### src/hcm_pkg.sv
package hcm_pkg;
    // ************************************************************
    // register map
    // ************************************************************
    localparam logic [15:0] HCM_CMD_WORD_ADDR  = 16'h0040;
    localparam logic [15:0] HCM_POOL_BASE_ADDR = 16'hfc00;
    localparam int          HCM_POOL_WORDS     = 8;
    localparam int          HCM_POOL_AW        = 3;
    localparam int          HCM_PEND_BIT       = 15;
    localparam logic [15:0] HCM_RESULT_OK      = 16'h0000;
    localparam logic [15:0] HCM_RESULT_BADCMD  = 16'h0001;
    localparam logic [15:0] HCM_STATE_RESET    = 16'h0000;

    // ************************************************************
    // command codes
    // ************************************************************
    localparam logic [15:0] HCM_SYS_SET        = 16'h8100;
    localparam logic [15:0] HCM_SYS_GET        = 16'h8101;
    localparam logic [15:0] HCM_OVL_FIRST      = 16'h8200;
    localparam logic [15:0] HCM_OVL_LOAD_BUF   = 16'h8206;
    localparam logic [15:0] HCM_OVL_LAST       = 16'h820e;
    localparam logic [15:0] HCM_GPIO_FIRST     = 16'h8400;
    localparam logic [15:0] HCM_GPIO_LAST      = 16'h8405;
    localparam logic [15:0] HCM_FL_GET_LOCK    = 16'h8500;
    localparam logic [15:0] HCM_FL_LOCK_STAT   = 16'h8501;
    localparam logic [15:0] HCM_FL_RELEASE     = 16'h8502;
    localparam logic [15:0] HCM_FL_CONFIG      = 16'h8503;
    localparam logic [15:0] HCM_FL_READ        = 16'h8504;
    localparam logic [15:0] HCM_FL_QUERY       = 16'h8508;
    localparam logic [15:0] HCM_FL_STATUS      = 16'h8509;
    localparam logic [15:0] HCM_FL_CFG_DEV     = 16'h850a;
    localparam logic [15:0] HCM_SEQ_REFRESH    = 16'h8606;
    localparam logic [15:0] HCM_SEQ_REF_STAT   = 16'h8607;
    localparam logic [15:0] HCM_PATCH_LOAD     = 16'h8700;
    localparam logic [15:0] HCM_PATCH_STATUS   = 16'h8701;
    localparam logic [15:0] HCM_PATCH_APPLY    = 16'h8702;
    localparam logic [15:0] HCM_PATCH_RESERVE  = 16'h8706;
    localparam logic [15:0] HCM_UTIL_INVOKE    = 16'h8900;
    localparam logic [15:0] HCM_UTIL_WAIT      = 16'h8902;

    // ************************************************************
    // controller software registers (word index on its own port)
    // ************************************************************
    localparam logic [3:0]  HCM_R_CTRL         = 4'h0;
    localparam logic [3:0]  HCM_R_CODE         = 4'h1;
    localparam logic [3:0]  HCM_R_RESULT       = 4'h2;
    localparam logic [3:0]  HCM_R_STATUS       = 4'h3;
    localparam logic [3:0]  HCM_R_IRQ_STAT     = 4'h4;
    localparam logic [3:0]  HCM_R_IRQ_MASK     = 4'h5;
    localparam logic [3:0]  HCM_R_PARAM0       = 4'h8;
    localparam int          HCM_CTRL_GO        = 0;
    localparam int          HCM_EV_DONE        = 0;
    localparam int          HCM_EV_FAIL        = 1;
    localparam int          HCM_EV_TIMEOUT     = 2;
    localparam int          HCM_EV_W           = 3;

    // ************************************************************
    // timing
    // ************************************************************
    localparam int          HCM_POLL_DELAY_CYC = 10;
    localparam int          HCM_POLL_TIMEOUT   = 100;
    localparam int          HCM_EXEC_CYC       = 4;
endpackage : hcm_pkg

### src/hcm_link_if.sv
`timescale 1ns/1ps
interface hcm_link_if;
    logic        wr;
    logic        rd;
    logic [15:0] addr;
    logic [15:0] wdata;
    logic [15:0] rdata;

    modport device (input wr, input rd, input addr, input wdata, output rdata);
    modport host   (output wr, output rd, output addr, output wdata, input rdata);
endinterface : hcm_link_if

### src/hcm_device.sv
// Added by the designer: the plain strobed port.
`timescale 1ns/1ps
module hcm_device
    import hcm_pkg::*;
(
    // clock and reset
    input  wire logic   mclk,
    input  wire logic   srst,
    input  wire logic   ce,
    // host side
    hcm_link_if.device  link,
    // on-chip executor side
    output logic        cmd_irq,
    output logic [15:0] cmd_code,
    output logic        cmd_valid,
    output logic        cmd_async,
    input  wire logic   exec_done,
    input  wire logic [15:0] exec_result,
    input  wire logic   pool_we,
    input  wire logic [HCM_POOL_AW-1:0] pool_waddr,
    input  wire logic [15:0] pool_wdata,
    output logic [15:0] sys_state
);
    // ************************************************************
    // state
    // ************************************************************
    typedef enum logic [1:0] {HCM_D_IDLE, HCM_D_EXEC} hcm_dstate_t;

    hcm_dstate_t st_reg, st_next;
    logic [15:0] cmd_reg, cmd_next;
    logic [15:0] pool_reg [HCM_POOL_WORDS];
    logic [15:0] pool_next [HCM_POOL_WORDS];
    logic [15:0] rdata_reg, rdata_next;
    logic [15:0] sys_reg, sys_next;
    logic        valid_reg, valid_next;
    logic        async_reg, async_next;
    logic        known;
    logic        is_async;
    logic        pool_hit;
    logic [HCM_POOL_AW-1:0] pool_idx;
    logic        cmd_hit;
    logic        get_done;

    // ************************************************************
    // decode
    // ************************************************************
    // decode looks at write data directly so a refusal costs no cycle
    always_comb begin
        known = 1'b1;
        is_async = 1'b0;
        if (link.wdata == HCM_SYS_SET || link.wdata == HCM_SYS_GET) begin
            known = 1'b1;
        end else if (link.wdata >= HCM_OVL_FIRST && link.wdata <= HCM_OVL_LAST) begin
            is_async = (link.wdata == HCM_OVL_LOAD_BUF) || (link.wdata == HCM_OVL_LAST);
        end else if (link.wdata >= HCM_GPIO_FIRST && link.wdata <= HCM_GPIO_LAST) begin
            is_async = 1'b0;
        end else if (link.wdata >= HCM_FL_GET_LOCK && link.wdata <= HCM_FL_CFG_DEV) begin
            is_async = (link.wdata == HCM_FL_GET_LOCK)
                || (link.wdata >= HCM_FL_READ && link.wdata <= HCM_FL_QUERY);
        end else if (link.wdata == HCM_SEQ_REFRESH || link.wdata == HCM_SEQ_REF_STAT) begin
            is_async = 1'b0;
        end else if (link.wdata == HCM_PATCH_LOAD || link.wdata == HCM_PATCH_STATUS
                     || link.wdata == HCM_PATCH_APPLY || link.wdata == HCM_PATCH_RESERVE) begin
            is_async = (link.wdata == HCM_PATCH_LOAD) || (link.wdata == HCM_PATCH_APPLY);
        end else if (link.wdata >= HCM_UTIL_INVOKE && link.wdata <= HCM_UTIL_WAIT) begin
            is_async = 1'b0;
        end else begin
            known = 1'b0;
        end
    end

    // pool window is a plain range compare on the word address
    assign pool_hit = (link.addr >= HCM_POOL_BASE_ADDR)
                   && (link.addr < HCM_POOL_BASE_ADDR + 16'(HCM_POOL_WORDS));
    assign pool_idx = link.addr[HCM_POOL_AW-1:0];
    assign cmd_hit  = link.wr && (link.addr == HCM_CMD_WORD_ADDR);
    // a state query leaves its answer in pool word zero at completion
    assign get_done = (st_reg == HCM_D_EXEC) && (cmd_reg == HCM_SYS_GET) && exec_done;

    // ************************************************************
    // read path
    // ************************************************************
    // zero outside the answer cycle, so the link data can be or-ed
    always_comb begin
        rdata_next = 16'h0000;
        if (link.rd) begin
            if (link.addr == HCM_CMD_WORD_ADDR) begin
                rdata_next = cmd_reg;
            end else if (pool_hit) begin
                rdata_next = pool_reg[pool_idx];
            end
        end
    end

    always_ff @(posedge mclk) begin
        if (srst) begin
            rdata_reg <= 16'h0000;
        end else if (ce) begin
            rdata_reg <= rdata_next;
        end
    end

    // ************************************************************
    // parameter pool
    // ************************************************************
    // writes are taken even while pending; holding off is the host's duty
    always_comb begin
        pool_next = pool_reg;
        if (pool_we) begin
            pool_next[pool_waddr] = pool_wdata;
        end
        if (link.wr && pool_hit) begin
            pool_next[pool_idx] = link.wdata;
        end
        if (get_done) begin
            pool_next[0] = sys_reg;
        end
    end

    always_ff @(posedge mclk) begin
        if (srst) begin
            pool_reg <= '{default: 16'h0000};
        end else if (ce) begin
            pool_reg <= pool_next;
        end
    end

    // ************************************************************
    // command word
    // ************************************************************
    // one command in flight; its result overwrites the code when done
    always_comb begin
        st_next    = st_reg;
        cmd_next   = cmd_reg;
        sys_next   = sys_reg;
        valid_next = 1'b0;
        async_next = async_reg;
        unique case (st_reg)
            HCM_D_IDLE: begin
                if (cmd_hit && link.wdata[HCM_PEND_BIT]) begin
                    if (known) begin
                        cmd_next   = link.wdata;
                        valid_next = 1'b1;
                        async_next = is_async;
                        st_next    = HCM_D_EXEC;
                        if (link.wdata == HCM_SYS_SET) begin
                            sys_next = pool_reg[0];
                        end
                    end else begin
                        // refused at once: the executor never sees it
                        cmd_next = HCM_RESULT_BADCMD;
                    end
                end
            end
            HCM_D_EXEC: begin
                // a second command word is dropped while pending
                if (exec_done) begin
                    cmd_next               = exec_result;
                    cmd_next[HCM_PEND_BIT] = 1'b0;
                    st_next                = HCM_D_IDLE;
                end
            end
            default: st_next = HCM_D_IDLE;
        endcase
    end

    // reset ignores the enable so a frozen block can still be cleared
    always_ff @(posedge mclk) begin
        if (srst) begin
            st_reg    <= HCM_D_IDLE;
            cmd_reg   <= HCM_RESULT_OK;
            sys_reg   <= HCM_STATE_RESET;
            valid_reg <= 1'b0;
            async_reg <= 1'b0;
        end else if (ce) begin
            st_reg    <= st_next;
            cmd_reg   <= cmd_next;
            sys_reg   <= sys_next;
            valid_reg <= valid_next;
            async_reg <= async_next;
        end
    end

    // cmd_irq is the registered accept pulse, one cycle wide
    assign link.rdata = rdata_reg;
    assign cmd_irq    = valid_reg;
    assign cmd_valid  = (st_reg == HCM_D_EXEC);
    assign cmd_code   = cmd_reg;
    assign cmd_async  = async_reg;
    assign sys_state  = sys_reg;
endmodule : hcm_device

### src/flat_wrapper.sv
// flat-port wrapper written by rule: the top's interface ports become plain ports
module hcm_device_flat import hcm_pkg::*;
  (mclk, srst, ce, cmd_irq, cmd_code, cmd_valid, cmd_async, exec_done, exec_result, pool_we, pool_waddr, pool_wdata, sys_state, link_wr, link_rd, link_addr, link_wdata, link_rdata);
  hcm_link_if link_i ();
  input  wire logic mclk;
  input  wire logic srst;
  input  wire logic ce;
  output logic cmd_irq;
  output logic [15:0] cmd_code;
  output logic cmd_valid;
  output logic cmd_async;
  input  wire logic exec_done;
  input  wire logic [15:0] exec_result;
  input  wire logic pool_we;
  input  wire logic [HCM_POOL_AW-1:0] pool_waddr;
  input  wire logic [15:0] pool_wdata;
  output logic [15:0] sys_state;
  input wire logic [$bits(link_i.wr)-1:0] link_wr;
  input wire logic [$bits(link_i.rd)-1:0] link_rd;
  input wire logic [$bits(link_i.addr)-1:0] link_addr;
  input wire logic [$bits(link_i.wdata)-1:0] link_wdata;
  output wire logic [$bits(link_i.rdata)-1:0] link_rdata;
  assign link_i.wr = link_wr;
  assign link_i.rd = link_rd;
  assign link_i.addr = link_addr;
  assign link_i.wdata = link_wdata;
  assign link_rdata = link_i.rdata;
  hcm_device u_core (.mclk(mclk), .srst(srst), .ce(ce), .link(link_i), .cmd_irq(cmd_irq), .cmd_code(cmd_code), .cmd_valid(cmd_valid), .cmd_async(cmd_async), .exec_done(exec_done), .exec_result(exec_result), .pool_we(pool_we), .pool_waddr(pool_waddr), .pool_wdata(pool_wdata), .sys_state(sys_state));
endmodule
### config.mk
export PLATFORM = sky130hd
export DESIGN_NAME = hcm_device_flat
export DESIGN_NICKNAME = d
export VERILOG_FILES = /design/src/hcm_pkg.sv /design/src/hcm_link_if.sv /design/src/hcm_device.sv /design/src/flat_wrapper.sv
export SDC_FILE = /design/constraint.sdc
export NUM_CORES = 1
export LEC_CHECK = 0
export BUFFER_PORTS_ARGS = -buffer_cell sky130_fd_sc_hd__buf_2
export CAP_MARGIN = 20
export CORE_MARGIN = 10
export CORE_UTILIZATION = 35
export DETAILED_ROUTE_END_ITERATION = 12
export PLACE_DENSITY_LB_ADDON = 0.1
export SETUP_SLACK_MARGIN = 0.5
export SLEW_MARGIN = 20
export SYNTH_ARGS = -nofsm -noshare
export SYNTH_HDL_FRONTEND = slang
export SYNTH_SLANG_ARGS = --single-unit
### constraint.sdc
create_clock -name mclk -period 2.1 [get_ports mclk]
set_input_delay 0.21 -clock mclk [delete_from_list [all_inputs] [get_ports mclk]]
set_output_delay 0.21 -clock mclk [all_outputs]
set_load 0.005 [all_outputs]
Word level (Yosys, flattened, before mapping)
Index checks and enable logic that the tools add are counted.
Word-level totals
  register bits after elaboration: 180
  bits in latches: 0
  RAM bits: 0
  ROM bits: 0
  output and inout port bits: 51
  memories: 0
Operators by class
  add/subtract/negate cells: 0
  $mul: 0
  divide/modulo/power cells: 0
  $lt $le $gt $ge: 16
  equal/unequal tests: 17
  shift operators: 0
  mux-type cells: 39
  bitwise gates (word level): 2
  reductions and logical operators: 27
Operators with widths (count)
  128-bit bitwise mux: 2
  128-bit 2-to-1 mux: 2
  16-bit equality test, second input constant: 12
  16-bit 2-to-1 mux: 11
  16-bit demux with 3-bit select: 2
  16-bit greater-or-equal comparator, second input constant: 6
  16-bit <= comparator, second input constant: 5
  16-bit binary-select mux with 3-bit select: 1
  16-bit case mux with 2 select lines: 1
  16-bit by 7-bit equality test with 1-bit output, second input constant: 1
  16-bit less-than comparator, second input constant: 1
  1-bit 2-to-1 mux: 16
  1-bit logical AND: 13
  4-bit AND reduction: 3
  4-bit greater-or-equal comparator, second input constant: 2
  1-bit logical OR: 8
  4-bit by 1-bit less-than comparator with 1-bit output, second input constant: 2
  3-bit inverter with 4-bit output: 2
  2-bit 2-to-1 mux: 3
  2-bit by 1-bit inequality test with 1-bit output, second input constant: 3
  5-bit AND reduction: 1
  2-bit case mux with 2 select lines: 1
  2-bit by 1-bit equality test with 1-bit output, second input constant: 1
  2-bit zero test: 1
  2-bit nonzero test: 1

Logic depth before layout (Yosys ltp)
Gate-level depths: netlist of run 1.
  word-level depth: 13
  mapped depth: 8

Least setup slack after synthesis of run 1
Ideal clock, no wire load.
  path type: input port to flip-flop
  start point: input port link_wdata[12]
  end point: register u_core.async_reg, in the netlist u_core.cmd_async
  setup time: 128 ps
  arrival time: 1770 ps
  required time: 1972 ps
  setup slack: 202 ps
  stages: 7
  buffers on the path: 1
  cells stage by stage: buf_2 nor3_4 nand3_2 or4_4 a21oi_4 o211ai_1 mux2i_1
On the way
  cells in the longest elaborated chain, start to end: 11
  elaborated cells on any way between the ends: 48
  classes of those cells: order compare (10); eq/ne (11); mux (13); reduce/logical (14)
RTL lines
  start, declared: line flat_wrapper.sv:21  | input wire logic [$bits(link_i.wdata)-1:0] link_wdata;
  parallel branches: the longest is 11 deep, another holds 16-bit greater-or-equal comparator
  end signal, assigned: line hcm_device.sv:180  | async_reg <= async_next;
  end, declared: line hcm_device.sv:36  | logic async_reg, async_next;
Parallel ways; which one is timed is not known.
A chain may end at the register's enable or synchronous reset.

Final worst setup path of run 1
  start point: register u_core.cmd_reg[9], in the netlist u_core.cmd_code[9]
  end point: register u_core.pool_reg[115] in the netlist's numbering
On the way
  cells in the longest elaborated chain, start to end: 4
RTL lines
  start, declared: line hcm_device.sv:30  | logic [15:0] cmd_reg, cmd_next;
  start signal, assigned: line hcm_device.sv:177  | cmd_reg <= cmd_next;
  16-bit equality test: line hcm_device.sv:78  | assign get_done = (st_reg == HCM_D_EXEC) && (cmd_reg == HCM_SYS_GET) && exec_done;
  1-bit logical AND (2 in series): line hcm_device.sv:78
  16-bit 2-to-1 mux: line hcm_device.sv:115  | if (get_done) begin
  end signal, assigned: line hcm_device.sv:124  | pool_reg <= pool_next;
  end, declared: line hcm_device.sv:31  | logic [15:0] pool_reg [HCM_POOL_WORDS];
No other way between the ends.

==> results of run 1 <==
-- power by group --
part | total, uW | leakage [uW] | switching (uW) | internal (uW)
Combinational | 1040 | 0.00325 | 655 | 387
Sequential | 3510 | 0.00145 | 50.0 | 3460
Clock | 3430 | 0.000284 | 1540 | 1890
Total | 7980 | 0.00499 | 2240 | 5730
-- layout by cell type, fill, tap and decap left out, types with 33 or more instances in the layout --
master	count
dfxtp_1	171
buf_2	115
mux2i_1	109
nand2b_1	96
inv_1	85
buf_4	83
a21oi_1	64
o31ai_1	62
nor2_1	60
a221oi_2	49
a211oi_1	39
o21ai_0	34
a221oi_1	33
-- critical path, stage by stage (launching register included) --
cell      delay, ns
dfxtp_1        0.35
nor4b_2        0.30
nand3_2        0.18
nor4_4         0.18
buf_6          0.20
buf_12         0.13
buf_16         0.13
nand2_4        0.04
a311oi_1       0.23
-- how the worst min path moves through the flow --
stage | endpoint | slack (ns) | cells past startpoint
2_1_floorplan | u_core.cmd_code[14]$_SDFFE_PP0P_ | 0.38 | 2
6_report | u_core.cmd_code[13]$_SDFFE_PP0P_ | 0.03 | 3
4_1_cts | u_core.cmd_code[14]$_SDFFE_PP0P_ | 0.01 | 3
3_3_place_gp | u_core.pool_reg[32]$_SDFFE_PP0P_ | 0.45 | 2
3_5_place_dp | u_core.link.rdata[13]$_SDFFE_PP0P_ | 0.46 | 2
5_1_grt | u_core.cmd_code[13]$_SDFFE_PP0P_ | 0.01 | 3
-- stage by stage --
step | setup TNS (ns) | hold WS (ns)
6_report | 0 | 0.0328
2_1_floorplan | 0 | 0.378
3_3_place_gp | 0 | 0.453
4_1_cts | 0 | 0.0120
5_1_grt | 0 | 0.0122
3_5_place_dp | -0.0150 | 0.456
-- repair_timing --
| action | CTS | global route |
|---|---|---|
| resized for setup | 49 | 131 |
| setup buffers | 7 | 9 |
| pin swaps | 31 | 55 |
| gates cloned | 4 | 11 |
| endpoints found under the setup margin | 53 | 149 |
-- routing by layer --
| layer | global-route usage | vias up | share of wire |
|---|---|---|---|
| met2 | 0.361 | 323 | 0.48 |
| li1 | - | 4873 | - |
| met1 | 0.299 | 5124 | 0.44 |
| met5 | 0 | - | 0 |
| met4 | 0.0652 | 0 | 0.021 |
| met3 | 0.0335 | 45 | 0.056 |
-- area by class of cell --
type                            instances  area, um2
Fill cell                            2860      15100
Multi-Input combinational cell        829       6550
Sequential cell                       179       3600
Timing Repair Buffer                  258       2220
Tap cell                              384        480
Clock buffer                           18        429
Inverter                               87        328
Clock inverter                         14        174
Antenna cell                            3       7.51
-- cell families after synthesis --
group,share of synthesized area
AND/OR/NAND/NOR,0.179
AO/OA/AOI/OAI,0.280
multiplexers,0.110
flip-flops,0.349
buffers and inverters,0.0828
==> results.json, run 1 <==
{
  "cp.required_ns": 2.46,
  "critical_path.startpoint": "u_core.cmd_code[9]$_SDFFE_PP0P_",
  "dpl_cell_area_mm2": 0.0120,
  "start_util": 0.356,
  "netlist_area_mm2": 0.0103,
  "peakVddDrop_mv": 0.539,
  "via_count": 10365,
  "cellPowerDensity_mw_per_mm2": 578,
  "skew_ns": 0.0134,
  "grt_pass1_wl_mm": 62.3,
  "die_h_um": 191,
  "yosysSeqAreaShare": 0.349,
  "endpoint": "u_core.pool_reg[115]$_SDFFE_PP0P_",
  "syn_to_final_growth_pct": 34.2,
  "status": "finished, final reports clean",
  "synth_most_common_cell": "dfxtp_1",
  "rsz0062_at_grt": "yes",
  "r2r-start": "u_core.cmd_code[9]$_SDFFE_PP0P_",
  "overflow": 0,
  "place_hpwl_mm": 28.9,
  "synth_cell_types": 56,
  "period_share": 0.868,
  "clk_path_buf_depth": 2,
  "cts-root-buf": "clkbuf_16",
  "core_area_mm2": 0.0289,
  "hold_start": "exec_result[13]",
  "start_kind": "register",
  "ff2ff_setup_slack_ns": 0.28,
  "ys_top_cells_by_count": "179 x dfxtp_1, 113 x mux2i_1, 97 x clkbuf_1, 97 x nand2b_1, 85 x inv_1",
  "layout_setup_ws_ns": 0.276,
  "design_area_mm2": 0.0138,
  "path_class": "register to register",
  "synth_async_sr_flop_share": 0,
  "maxCapViolCount": 0,
  "synthDominantAreaCellType": "dfxtp_1",
  "grt_util_all_layers": 0.223,
  "netlist.area_leader.share": 0.349,
  "yosys_warnings": 0,
  "cts_sinks": 179,
  "antenna_found_initial": 4,
  "ys_ff_latch": 179,
  "netlist_instances": 1222,
  "syn-num-nets": 1296,
  "post-route-util": 0.478,
  "drt_iter0_markers": 852,
  "endpoint_kind": "register",
  "drive_gt1_frac": 0.304,
  "tritoncts": "yes",
  "avgViaCountPerCell": 5.85,
  "ys_top_cells_by_area": "dfxtp_1 35%, mux2i_1 11%, a221oi_1 7.0%, nand2b_1 5.9%, o31ai_1 4.7%",
  "leakage_uw": 0.00499,
  "die_w_um": 191,
  "ys.flop_type": "dfxtp_1",
  "boundaryPins": 125,
  "cp.arrival_ns": 2.19,
  "r2r_cells": 8,
  "finalHoldViolations": 0,
  "setup_violations": 0,
  "cts_made_buffers": 17,
  "rows": 62,
  "post-place-ws_ns": -0.0150,
  "ant_nets": 0,
  "insertion_delay_ns": 0.45,
  "dp.cells": 1706,
  "slew_headroom": 0.364,
  "routed_wl_mm": 43.4,
  "wire_per_inst_um": 24.5,
  "cts.htree.levels": 4,
  "rr_endpoint": "u_core.pool_reg[115]$_SDFFE_PP0P_",
  "finalPower_uw": 7980,
  "period_needed_ns": 1.82,
  "post-route-drc-count": 0,
  "ctsHoldBuffers": 0,
  "dieArea_mm2": 0.0366,
  "place.gp.congestion": 0.871,
  "cp_max_fo": 8,
  "clk_pin_slew_worst_paths_ns": 0.07,
  "largest_reg_flops": 128,
  "report.final.slew_viol_count": 0,
  "io_buffers": 123,
  "worstHoldPathType": "input port to register",
  "nNetsFinal": 1446,
  "synth_edf_count": 0,
  "dr.pass1.iters": 7,
  "post_layout_nonfiller_instances": 1772,
  "grt_max_degree": 90,
  "avgSynthCellArea_um2": 8.41,
  "tightestPinTransition_ns": 0.954,
  "grt_pass1_vias": 9757,
  "fmax_mhz": 548
}
(Power assumes the default switching activity.)
==> run 2: changes to the inputs <==
Settings changed: CORE_ASPECT_RATIO from default to 1.5.
==> run 2 against run 1 <==
  * Die area increased by 0.39%
  * Global-route usage fell by 0.14 points
  * Combinational power barely moved
  * Wire length is 2.7% higher
  * Critical path depth fell by 1
  * Core utilization grew 0.72 points
  * Largest cell class unchanged
  * Final area up 1.4%
  * Clock skew shrank 0.0048 ns
  * Count of clock-buffer cells in the layout did not move
  * Cell count grew 0.96%
  * Sequential share of layout area is 0.45 points lower
  * Fmax up 2.6%
==> results.json, run 2 (synthesized netlist as in run 1, its figures left out) <==
{
  "maxCapViolCount": 0,
  "wire_per_inst_um": 24.9,
  "place_hpwl_mm": 29.6,
  "drt_iter0_markers": 954,
  "grt_pass1_wl_mm": 63.1,
  "die_h_um": 230,
  "core_area_mm2": 0.0288,
  "insertion_delay_ns": 0.46,
  "antenna_cells": 0,
  "cts.htree.levels": 4,
  "start_kind": "register",
  "fmax_mhz": 562,
  "fin_setup_tns_ns": 0,
  "regArea_mm2": 0.00359,
  "critical_path.startpoint": "u_core.cmd_code[9]$_SDFFE_PP0P_",
  "period_needed_ns": 1.78,
  "antenna_found_initial": 1,
  "die_w_um": 160,
  "status": "finished, final reports clean",
  "io_buffers": 123,
  "endpoint_kind": "register",
  "cellPowerDensity_mw_per_mm2": 558,
  "layout_commonest_cell": "dfxtp_1",
  "path_class": "register to register",
  "start_util": 0.357,
  "fillers": 2858,
  "skew_ns": 0.00867,
  "slew_headroom": 0.585,
  "avgViaCountPerCell": 5.88,
  "tritoncts": "yes",
  "grt_util_all_layers": 0.221,
  "grt_max_degree": 73,
  "clk_pin_slew_worst_paths_ns": 0.08,
  "dpl_cell_area_mm2": 0.0121,
  "ant_nets": 0,
  "routed_wl_mm": 44.6,
  "largest_reg_flops": 128,
  "grt-busiest-layer": "met2",
  "cp_max_fo": 8,
  "leakage_uw": 0.00510,
  "cts-root-buf": "clkbuf_16",
  "drive_gt1_frac": 0.309,
  "globalRouteMet2Util": 0.377,
  "multi_input_area_mm2": 0.00657,
  "period_share": 0.847,
  "dr.pass1.iters": 5,
  "grt_use_met1": 0.263,
  "cts_made_buffers": 17,
  "boundaryPins": 125,
  "via_count": 10514,
  "syn_to_final_growth_pct": 36.0,
  "grt_pass1_vias": 9925,
  "r2r-start": "u_core.cmd_code[9]$_SDFFE_PP0P_",
  "peakVddDrop_mv": 0.573,
  "rows": 76,
  "grt_use_met3": 0.0343,
  "nNetsFinal": 1460,
  "hold_start": "exec_result[14]",
  "dieArea_mm2": 0.0368,
  "place.gp.congestion": 0.852,
  "rsz0062_at_grt": "yes",
  "overflow": 0,
  "cts_sinks": 179,
  "design_area_mm2": 0.0140,
  "worstHoldPathType": "input port to register",
  "cp.arrival_ns": 2.15,
  "report.final.slew_viol_count": 0,
  "tightestPinTransition_ns": 0.616,
  "setup_violations": 0,
  "final_cell_mix": "176 x dfxtp_1, 112 x mux2i_1, 108 x buf_2",
  "clk_path_buf_depth": 2,
  "finalHoldViolations": 0,
  "cp.required_ns": 2.47,
  "post-route-drc-count": 0
}
[run 2: cell count changes in the layout (fill, tap and decap cells not counted), moves of 5 or more]
cell,delta
buf_12,+5
a211oi_1,-8
a221oi_2,-14
a21oi_1,-6
a211oi_2,+8
buf_6,+8
buf_2,-7
a221oi_1,+14
dfxtp_1,+5
[run 2: final timing paths]
path	endpoint	slack [ns]	cells after the start
max	u_core.pool_reg[123]$_SDFFE_PP0P_	0.32	7
max reg2reg	u_core.pool_reg[123]$_SDFFE_PP0P_	0.32	7
min reg2reg	u_core.pool_reg[18]$_SDFFE_PP0P_	0.46	2
min	u_core.cmd_code[14]$_SDFFE_PP0P_	0.01	3
[run 2: final cells by class]
type,count,share of cell area
Clock inverter,14,0.0104
Timing Repair Buffer,272,0.174
Sequential cell,179,0.257
Inverter,87,0.0234
Tap cell,390,0.0349
Multi-Input combinational cell,829,0.470
Clock buffer,18,0.0307
[run 2: routing by layer]
| layer | up-vias | part of all wire |
|---|---|---|
| met5 | - | 0 |
| met4 | 0 | 0.051 |
| met3 | 86 | 0.047 |
| met2 | 362 | 0.50 |
| met1 | 5171 | 0.40 |
| li1 | 4895 | - |
[run 2: critical path, stage by stage (launching register included)]
cell	delay (ns)
dfxtp_1	0.36
nor4b_2	0.31
nand3_2	0.18
nor4_4	0.18
buf_6	0.20
buf_12	0.15
nand2_1	0.07
a311oi_2	0.22
[run 2: where the power goes]
part / internal [uW] / leakage, uW / total (uW) / switching (uW)
registers: 3460 / 0.00145 / 3510 / 47.4
clock network: 1670 / 0.000275 / 3240 / 1570
logic: 400 / 0.00337 / 1050 / 647
total: 5530 / 0.00510 / 7800 / 2260
[run 2: repair_timing]
item | CTS | global route
endpoints found under the setup margin | 51 | 142
setup buffers | 6 | 16
resized for setup | 51 | 144
hold endpoints to repair | 1 | 0
pin swaps | 38 | 42
hold buffers | 1 | 0
cloned | 3 | 10
[run 2: per-stage QoR]
step	hold slack (ns)	setup slack [ns]	std cells	util	total power, uW
finish	0.0116	0.322	1789	0.485	7800
global route	0.0121	0.245	1789	0.485	8030
CTS	0.00205	0.341	1763	0.450	7770
detailed placement	0.457	-0.161	1721	0.420	4520
global placement	0.453	-0.183	1721	0.420	4510
floorplan	0.378	0.290	1222	-	4090
